==> config.mk <==
export PLATFORM = sky130hd
export DESIGN_NAME = uef_endpoint_fifo
export DESIGN_NICKNAME = d
export VERILOG_FILES = /design/src/uef_pkg.sv /design/src/uef_endpoint_fifo.sv
export SDC_FILE = /design/constraint.sdc
export NUM_CORES = 2
export LEC_CHECK = 0
export ABC_CLOCK_PERIOD_IN_PS = 5100
export BUFFER_PORTS_ARGS = -buffer_cell sky130_fd_sc_hd__buf_2
export CAP_MARGIN = 20
export CORE_AREA = 2 2 331 464
export DETAILED_ROUTE_END_ITERATION = 10
export DIE_AREA = 0 0 333 466
export PLACE_DENSITY = 0.71
export SLEW_MARGIN = 20
export SYNTH_ARGS = -nofsm -noshare
export SYNTH_HDL_FRONTEND = slang
export SYNTH_SLANG_ARGS = --single-unit
==> constraint.sdc <==
create_clock -name clk_i -period 5.1 [get_ports clk_i]
set_input_delay 1.02 -clock clk_i [delete_from_list [all_inputs] [get_ports clk_i]]
set_output_delay 1.02 -clock clk_i [all_outputs]
set_load 0.02 [all_outputs]
==> src/uef_pkg.sv <==
// Package with register map, field layout and carrier types of the endpoint FIFO access block.
package uef_pkg;

  // Register indices; the byte address is four times the index.
  localparam logic [7:0] IDX_FRAME_NUMBER_LOW   = 8'hBA;
  localparam logic [7:0] IDX_EP_IRQ_ENABLE      = 8'hC2;
  localparam logic [7:0] IDX_EP_FIFO_DATA_PORT  = 8'hCF;
  localparam logic [7:0] IDX_EP_RX_BYTE_COUNT   = 8'hE2;
  localparam logic [7:0] IDX_EP_INT_FLAGS       = 8'hF8;
  localparam logic [7:0] IDX_EVENT_STATUS       = 8'h40;
  localparam logic [7:0] IDX_EVENT_MASK         = 8'h41;

  // Block dimensions.
  localparam int EP_COUNT      = 3;
  localparam int EP_SEL_W      = 2;
  localparam int FIFO_PTR_W    = 6;
  localparam int BYTE_COUNT_W  = 7;
  localparam int FRAME_W       = 11;
  localparam int EVT_W         = 5;

  // Event status bit positions.
  localparam int EVT_EP0       = 0;
  localparam int EVT_SOF_OK    = 3;
  localparam int EVT_SOF_ERR   = 4;

  // Reset values and the byte count limit.
  localparam logic [EP_COUNT-1:0]     RST_FLAGS  = 3'h0;
  localparam logic [EP_COUNT-1:0]     RST_ENABLE = 3'h0;
  localparam logic [EVT_W-1:0]        RST_EVT    = 5'h00;
  localparam logic [FRAME_W-1:0]      RST_FRAME  = 11'h000;
  localparam logic [BYTE_COUNT_W-1:0] RST_COUNT  = 7'h00;
  localparam logic [BYTE_COUNT_W-1:0] COUNT_MAX  = 7'h7F;
  localparam logic [FIFO_PTR_W-1:0]   RST_PTR    = 6'h00;

  // Status sources of one endpoint.
  typedef struct packed {
    logic stall_or_crc_event;
    logic setup_received;
    logic out_bank1_received;
    logic out_bank0_received;
    logic transmit_complete;
  } uef_src_t;

  // Start-of-frame report from the packet engine.
  typedef struct packed {
    logic               valid;
    logic               crc_ok;
    logic [FRAME_W-1:0] frame;
  } uef_sof_t;

  // Complete register state of the block.
  typedef struct packed {
    logic [31:0]                                 dat;
    logic                                        ack;
    logic                                        irq;
    logic [EP_COUNT-1:0]                         flags;
    logic [EP_COUNT-1:0]                         flags_q;
    logic [EP_COUNT-1:0]                         en;
    logic [EVT_W-1:0]                            sticky;
    logic [EVT_W-1:0]                            mask;
    logic [FRAME_W-1:0]                          frame;
    logic [EP_COUNT-1:0][BYTE_COUNT_W-1:0]       count;
    logic [EP_COUNT-1:0][FIFO_PTR_W-1:0]         cpu_ptr;
    logic [EP_COUNT-1:0][FIFO_PTR_W-1:0]         eng_ptr;
    logic [7:0]                                  tx_data;
  } uef_state_t;

endpackage

==> src/uef_endpoint_fifo.sv <==
// Endpoint flags, FIFO data port, byte counter and frame number with a Wishbone slave.
//
// Register access over Wishbone is this design's own decision.
`timescale 1ns/1ns

module uef_endpoint_fifo
  import uef_pkg::*;
#(
  parameter int FIFO_DEPTH = 64
) (
  // Clock and reset.
  input  wire logic                   clk_i,
  input  wire logic                   rst_i,
  // Wishbone slave.
  input  wire logic                   wb_cyc_i,
  input  wire logic                   wb_stb_i,
  input  wire logic                   wb_we_i,
  input  wire logic [9:0]             wb_adr_i,
  input  wire logic [3:0]             wb_sel_i,
  input  wire logic [31:0]            wb_dat_i,
  output logic      [31:0]            wb_dat_o,
  output logic                        wb_ack_o,
  // Interrupt.
  output logic                        irq_o,
  // Endpoint selection and FIFO reset.
  input  wire logic [EP_SEL_W-1:0]    endpoint_index_i,
  input  wire logic [EP_COUNT-1:0]    fifo_reset_i,
  // Packet engine side.
  input  wire uef_src_t [EP_COUNT-1:0] ep_src_i,
  input  wire logic                   pkt_start_i,
  input  wire logic [EP_SEL_W-1:0]    pkt_ep_i,
  input  wire logic                   rx_valid_i,
  input  wire logic [7:0]             rx_data_i,
  input  wire logic                   tx_rd_i,
  output logic      [7:0]             tx_data_o,
  input  wire uef_sof_t               sof_i
);

  uef_state_t s;
  uef_state_t next_s;

  logic [7:0] fifo_mem [0:EP_COUNT-1][0:FIFO_DEPTH-1];

  logic                  mem_we;
  logic [EP_SEL_W-1:0]   mem_ep;
  logic [FIFO_PTR_W-1:0] mem_ptr;
  logic [7:0]            mem_wdat;
  logic                  req;
  logic [7:0]            idx;
  logic                  sel_ok;
  logic                  dp_acc;
  logic                  cnt_rd;
  logic [7:0]            rd_byte;
  logic [FIFO_PTR_W-1:0] cur_ptr;
  logic [EVT_W-1:0]      evt_set;
  logic [EVT_W-1:0]      evt_clr;

  function automatic logic [FIFO_PTR_W-1:0] ptr_inc(input logic [FIFO_PTR_W-1:0] p);
    ptr_inc = p + {{(FIFO_PTR_W-1){1'b0}}, 1'b1};
  endfunction

  function automatic logic ep_valid(input logic [EP_SEL_W-1:0] e);
    ep_valid = (e < EP_SEL_W'(EP_COUNT));
  endfunction

  assign req     = wb_cyc_i & wb_stb_i & ~s.ack;
  assign idx     = wb_adr_i[9:2];
  assign sel_ok  = ep_valid(endpoint_index_i);
  assign cur_ptr = sel_ok ? s.cpu_ptr[endpoint_index_i] : RST_PTR;
  assign rd_byte = sel_ok ? fifo_mem[endpoint_index_i][cur_ptr] : 8'h00;
  assign dp_acc  = req & ~rx_valid_i & sel_ok & (idx == IDX_EP_FIFO_DATA_PORT);
  assign cnt_rd  = req & ~rx_valid_i & ~wb_we_i & (idx == IDX_EP_RX_BYTE_COUNT);

  always_comb begin
    next_s   = s;
    mem_we   = 1'b0;
    mem_ep   = pkt_ep_i;
    mem_ptr  = RST_PTR;
    mem_wdat = rx_data_i;
    evt_clr  = RST_EVT;
    next_s.ack = 1'b0;
    next_s.flags_q = s.flags;

    for (int e = 0; e < EP_COUNT; e++) begin
      next_s.flags[e] = |ep_src_i[e];
    end

    if (sof_i.valid && sof_i.crc_ok) begin
      next_s.frame = sof_i.frame;
    end

    // Packet engine: packet start, received bytes and transmitted bytes.
    if (ep_valid(pkt_ep_i)) begin
      if (pkt_start_i) begin
        next_s.eng_ptr[pkt_ep_i] = RST_PTR;
        next_s.count[pkt_ep_i] = RST_COUNT;
      end else if (rx_valid_i) begin
        mem_we  = 1'b1;
        mem_ptr = s.eng_ptr[pkt_ep_i];
        next_s.eng_ptr[pkt_ep_i] = ptr_inc(s.eng_ptr[pkt_ep_i]);
        if (s.count[pkt_ep_i] != COUNT_MAX) begin
          next_s.count[pkt_ep_i] = s.count[pkt_ep_i] + 7'h01;
        end
      end else if (tx_rd_i) begin
        next_s.tx_data = fifo_mem[pkt_ep_i][s.eng_ptr[pkt_ep_i]];
        next_s.eng_ptr[pkt_ep_i] = ptr_inc(s.eng_ptr[pkt_ep_i]);
      end
    end

    // Software access; waits while the engine writes the FIFO.
    if (req && !rx_valid_i) begin
      next_s.ack = 1'b1;
      next_s.dat = 32'h0000_0000;
      case (idx)
        IDX_EP_FIFO_DATA_PORT: begin
          if (sel_ok) begin
            if (wb_we_i) begin
              mem_we   = wb_sel_i[0];
              mem_ep   = endpoint_index_i;
              mem_ptr  = cur_ptr;
              mem_wdat = wb_dat_i[7:0];
            end else begin
              next_s.dat[7:0] = rd_byte;
            end
            next_s.cpu_ptr[endpoint_index_i] = ptr_inc(cur_ptr);
          end
        end
        IDX_EP_RX_BYTE_COUNT: begin
          if (sel_ok) begin
            next_s.dat[7:0] = {1'b0, s.count[endpoint_index_i]};
          end
        end
        IDX_FRAME_NUMBER_LOW: begin
          next_s.dat[7:0] = s.frame[7:0];
        end
        IDX_EP_INT_FLAGS: begin
          next_s.dat[EP_COUNT-1:0] = s.flags;
        end
        IDX_EP_IRQ_ENABLE: begin
          if (wb_we_i && wb_sel_i[0]) begin
            next_s.en = wb_dat_i[EP_COUNT-1:0];
          end
          next_s.dat[EP_COUNT-1:0] = s.en;
        end
        IDX_EVENT_STATUS: begin
          if (wb_we_i && wb_sel_i[0]) begin
            evt_clr = wb_dat_i[EVT_W-1:0];
          end
          next_s.dat[EVT_W-1:0] = s.sticky;
        end
        IDX_EVENT_MASK: begin
          if (wb_we_i && wb_sel_i[0]) begin
            next_s.mask = wb_dat_i[EVT_W-1:0];
          end
          next_s.dat[EVT_W-1:0] = s.mask;
        end
        default: begin
          next_s.dat = 32'h0000_0000;
        end
      endcase
    end

    // FIFO pointer reset from the endpoint control logic.
    for (int e = 0; e < EP_COUNT; e++) begin
      if (fifo_reset_i[e]) begin
        next_s.cpu_ptr[e] = RST_PTR;
        next_s.eng_ptr[e] = RST_PTR;
      end
    end

    // Sticky events; a new event wins over a clear.
    evt_set = RST_EVT;
    evt_set[EVT_EP0 +: EP_COUNT] = s.flags & ~s.flags_q;
    evt_set[EVT_SOF_OK]  = sof_i.valid & sof_i.crc_ok;
    evt_set[EVT_SOF_ERR] = sof_i.valid & ~sof_i.crc_ok;
    next_s.sticky = (s.sticky & ~evt_clr) | evt_set;

    next_s.irq = (|(next_s.flags & next_s.en)) | (|(next_s.sticky & next_s.mask));
  end

  always_ff @(posedge clk_i) begin
    if (rst_i) begin
      s.dat     <= 32'h0000_0000;
      s.ack     <= 1'b0;
      s.irq     <= 1'b0;
      s.flags   <= RST_FLAGS;
      s.flags_q <= RST_FLAGS;
      s.en      <= RST_ENABLE;
      s.sticky  <= RST_EVT;
      s.mask    <= RST_EVT;
      s.frame   <= RST_FRAME;
      s.count   <= '0;
      s.cpu_ptr <= '0;
      s.eng_ptr <= '0;
      s.tx_data <= 8'h00;
    end else begin
      s <= next_s;
    end
  end

  always_ff @(posedge clk_i) begin
    if (mem_we) begin
      fifo_mem[mem_ep][mem_ptr] <= mem_wdat;
    end
  end

  assign wb_dat_o  = s.dat;
  assign wb_ack_o  = s.ack;
  assign irq_o     = s.irq;
  assign tx_data_o = s.tx_data;

  // Helper values sampled by the checks below.
  logic [7:0]            past_frame_lo;
  logic [FIFO_PTR_W-1:0] past_ptr;
  logic [EP_SEL_W-1:0]   past_ep;
  logic [7:0]            past_byte;

  always_ff @(posedge clk_i) begin
    past_frame_lo <= sof_i.frame[7:0];
    past_ptr      <= cur_ptr;
    past_ep       <= endpoint_index_i;
    past_byte     <= rd_byte;
  end
endmodule // uef_endpoint_fifo

==> summary.md <==
| Metric | Value |
|---|---|
| Antenna violations before repair | `14` |
| Syn avg cell area | `around 12 um2` |
| CP startpoint kind | `input pin` |
| Die Wd | `333 um` |
| Crit-path max cell delay | `about 0.8 ns` |
| Total global routing overflow | `0` |
| Post-CTS Setup Bufs | `0` |
| Setup TNS | `0 ns` |
| Clock-pin slew on the worst setup and hold paths | `0.06 ns` |
| Synth cell types | `98` |
| DIE HEIGHT | `466 um` |
| Min cycle time layout | `4.33 ns` |
| Mapped Area | `0.0826 mm2` |
| Clk root buf | `clkbuf_16` |
| Period utilisation layout | `0.849` |
| Area grow syn2layout | `12.3%` |
| # DRC | `0` |
| Run status | `finished, final reports clean` |
| Final WL | `296 mm` |
| Clock Path Buffers | `3` |
| Placer Congestion | `1.05` |
| Fin nets | `7365` |
| Slew @ Worst Pin | `1.23 ns` |
| Post-CTS Resized | `0` |
| Slowest cell on the critical path | `nor2_1` |
| Peak supply drop | `326 uV` |
| Final setup viols | `0` |
| Area contributors post-synth | `edfxtp_1, mux2i_1, nand2_1` |
| Worst r2r src | `s[34]` |
| Hold Startpoint | `ep_src_i[6]` |
| Post-synth top area cell | `edfxtp_1` |
| Commonest non-fill, non-tap cell in the layout | `edfxtp_1` |
| Slew headroom | `0.174` |
| Port Buf Inserts | `82` |
| DRT Pass-1 Iters | `9` |
| Peak Freq | `about 0.23 GHz` |
| RSZ-0062 raised after global routing | `false` |
| Pin count of the biggest net entering global routing | `196` |
| WS Path Type | `in2reg` |
| CP startpoint | `endpoint_index_i[0]` |
| Fin. Hold Viols | `0` |
| Crit-path most repeated cell | `nor2_1` |
| DP Wirelength | `between 150 and 200 mm` |
| Max Slew Vio Count | `0` |
| Detailed router's first-iteration violation count | `8919` |
| Setup crit end kind | `flop` |
| Hold WC Path Type | `in2reg` |
| Cells after synthesis | `7051` |
| Worst hold slack | `0.433 ns` |
| Row cnt | `169` |
| Top cell type's share of synthesized area | `0.558` |
| Worst reg2reg endpoint | `fifo_mem[2][125]` |
| Post-synth EDFFs | `1536` |
| # H-tree levels | `4` |
| Hold path endpoint | `next_s[90]` |
| Crit path max fanout | `30` |
| Core Area | `0.151 mm2` |
| Total of warnings raised by yosys | `0` |
| DRT antenna net count | `0` |
| WP data required | `5.51 ns` |
| Ports | `139` |
| First-pass GRT wire length | `420 mm` |
| Clock sink total | `1638` |
| TritonCTS Buffers | `approximately 160` |
| Register area share after synthesis | `0.583` |
| WP buf/inv | `3` |
| Yosys reg bits | `~1600` |
| Post-CTS Hold Buffers | `0` |
| Share of layout cells above drive strength 1 | `0.138` |
| R2R Setup Slk | `0.94 ns` |
| CP cell instances | `buf_8, mux2i_4, o2bb2ai_4, buf_12, nor2_1, buf_4, o21ai_0, nor2_1, and2_1, nand2_1, nor2_1` |
| Asr flop ratio synth | `0` |
| Vias in the first global route | `just over 60000` |
| Worst-case reg-to-reg path depth | `10` |
| Worst path top cell family by delay | `simple AND/OR/NAND/NOR gates` |
| Worst clock skew | `0.0416 ns` |
| Via density | `6.82` |
| PD cells | `306 mW/mm2` |
| Most frequent cells in the layout | `edfxtp_1, nand2_1, mux2i_1, buf_4, o21ai_0` |
| Skew-Pair Late Insertion Delay | `0.83 ns` |
| Max-cap violations | `0` |
| Routed vias | `63800` |
| CP Data Arrival Time | `4.74 ns` |
| Initial Util | `0.547` |
| Leakage | `33.0 nW` |
| Hold Path Cell Cnt | `3` |
| DIE AREA | `0.155 mm2` |
| Top FF cell, synth | `edfxtp_1` |
| Drt wl/cell | `31.6 um` |
| Total GRT Usage | `0.374` |
| CTS tree | `built` |
-- cell usage after synthesis, types with 6 or more instances --
| cell | number |
|---|---|
| mux2i_1 | 1108 |
| a221oi_1 | 59 |
| o21ai_0 | 493 |
| dfxtp_1 | 102 |
| o21a_1 | 7 |
| o22ai_1 | 32 |
| nor3_1 | 51 |
| mux4_2 | 45 |
| buf_1 | 47 |
| a32oi_1 | 11 |
| and3_1 | 37 |
| a21oi_1 | 256 |
| nor2_1 | 428 |
| or3_1 | 8 |
| a211oi_1 | 95 |
| edfxtp_1 | 1536 |
| nand2_1 | 1231 |
| a22oi_1 | 17 |
| nor4_1 | 9 |
| a311oi_1 | 32 |
| o21ai_1 | 6 |
| and2_1 | 10 |
| nor2b_1 | 20 |
| buf_2 | 205 |
| nand3_1 | 121 |
| buf_6 | 13 |
| o32ai_1 | 30 |
| nand2b_1 | 10 |
| o311ai_0 | 7 |
| a211o_1 | 8 |
| buf_4 | 112 |
| xnor2_1 | 9 |
| a221o_1 | 7 |
| a31oi_1 | 107 |
| o211ai_1 | 359 |
| clkbuf_1 | 231 |
| mux2_2 | 69 |
| or2_2 | 6 |
-- registers in the layout (all words and copies together) (netlist names) --
register and cells:
wb_ack_o 1, next_s 3, irq_o 1, wb_dat_o 8, s 81, fifo_mem 1536
tx_data_o 8
-- per-layer routing --
layer  GRT usage  wire, um  up-vias  share of wire
met5           0       114        -        0.00039
met4       0.322     31000       14           0.10
met3      0.0922     34600     1264           0.12
met2       0.582    132000     4558           0.45
met1       0.436     97600    31000           0.33
li1            -         -    27000              -
-- worst min-delay path, cell delays in order --
cell and delay [ns]:
buf_2 0.08, nor2_1 0.06, nor2_1 0.07
-- worst max path at each step --
stage,to,slack [ns],cells after the start
finish,fifo_mem[2][125],0.77,11
global route,fifo_mem[2][125],0.83,10
CTS,fifo_mem[2][121],1.04,9
detailed placement,fifo_mem[2][127],0.20,9
global placement,fifo_mem[2][125],0.27,9
floorplan,fifo_mem[0][0],0.98,8
-- kinds of logic after synthesis --
group / share of synthesized area
compound gates: 0.124
other cells: 0.0000454
flops: 0.583
fa+ha+maj: 0.000454
xor+xnor: 0.00117
buf+inv: 0.0377
simple gates: 0.0971
mux: 0.156
-- through the flow --
stage,worst slack (ns),util,instance area [um2],instances,power [mW]
floorplan,0.981,-,82700,7074,16.2
global placement,0.269,0.581,87700,9069,16.9
detailed placement,0.201,0.581,87700,9069,16.9
CTS,1.04,0.614,92700,9353,28.3
global route,0.825,0.614,92700,9355,28.9
finish,0.770,0.614,92700,9355,28.3
-- final cells by class --
type / instances / area, um2
Sequential cell: 1638 / 48200
Clock buffer: 205 / 4350
Tap cell: 1966 / 2460
Clock inverter: 79 / 659
Inverter: 7 / 58.8
Antenna cell: 1 / 2.50
Timing Repair Buffer: 639 / 5380
Multi-Input combinational cell: 4820 / 31700
Fill cell: 11700 / 58200
-- power by group --
part           internal [mW]  switching [mW]  total (mW)
clock network           6.56            5.08        11.6
logic                  0.620            1.37        1.99
registers               14.7          0.0156        14.7
total                   21.9            6.47        28.3
No activity file was read; power rests on OpenSTA's default activity.
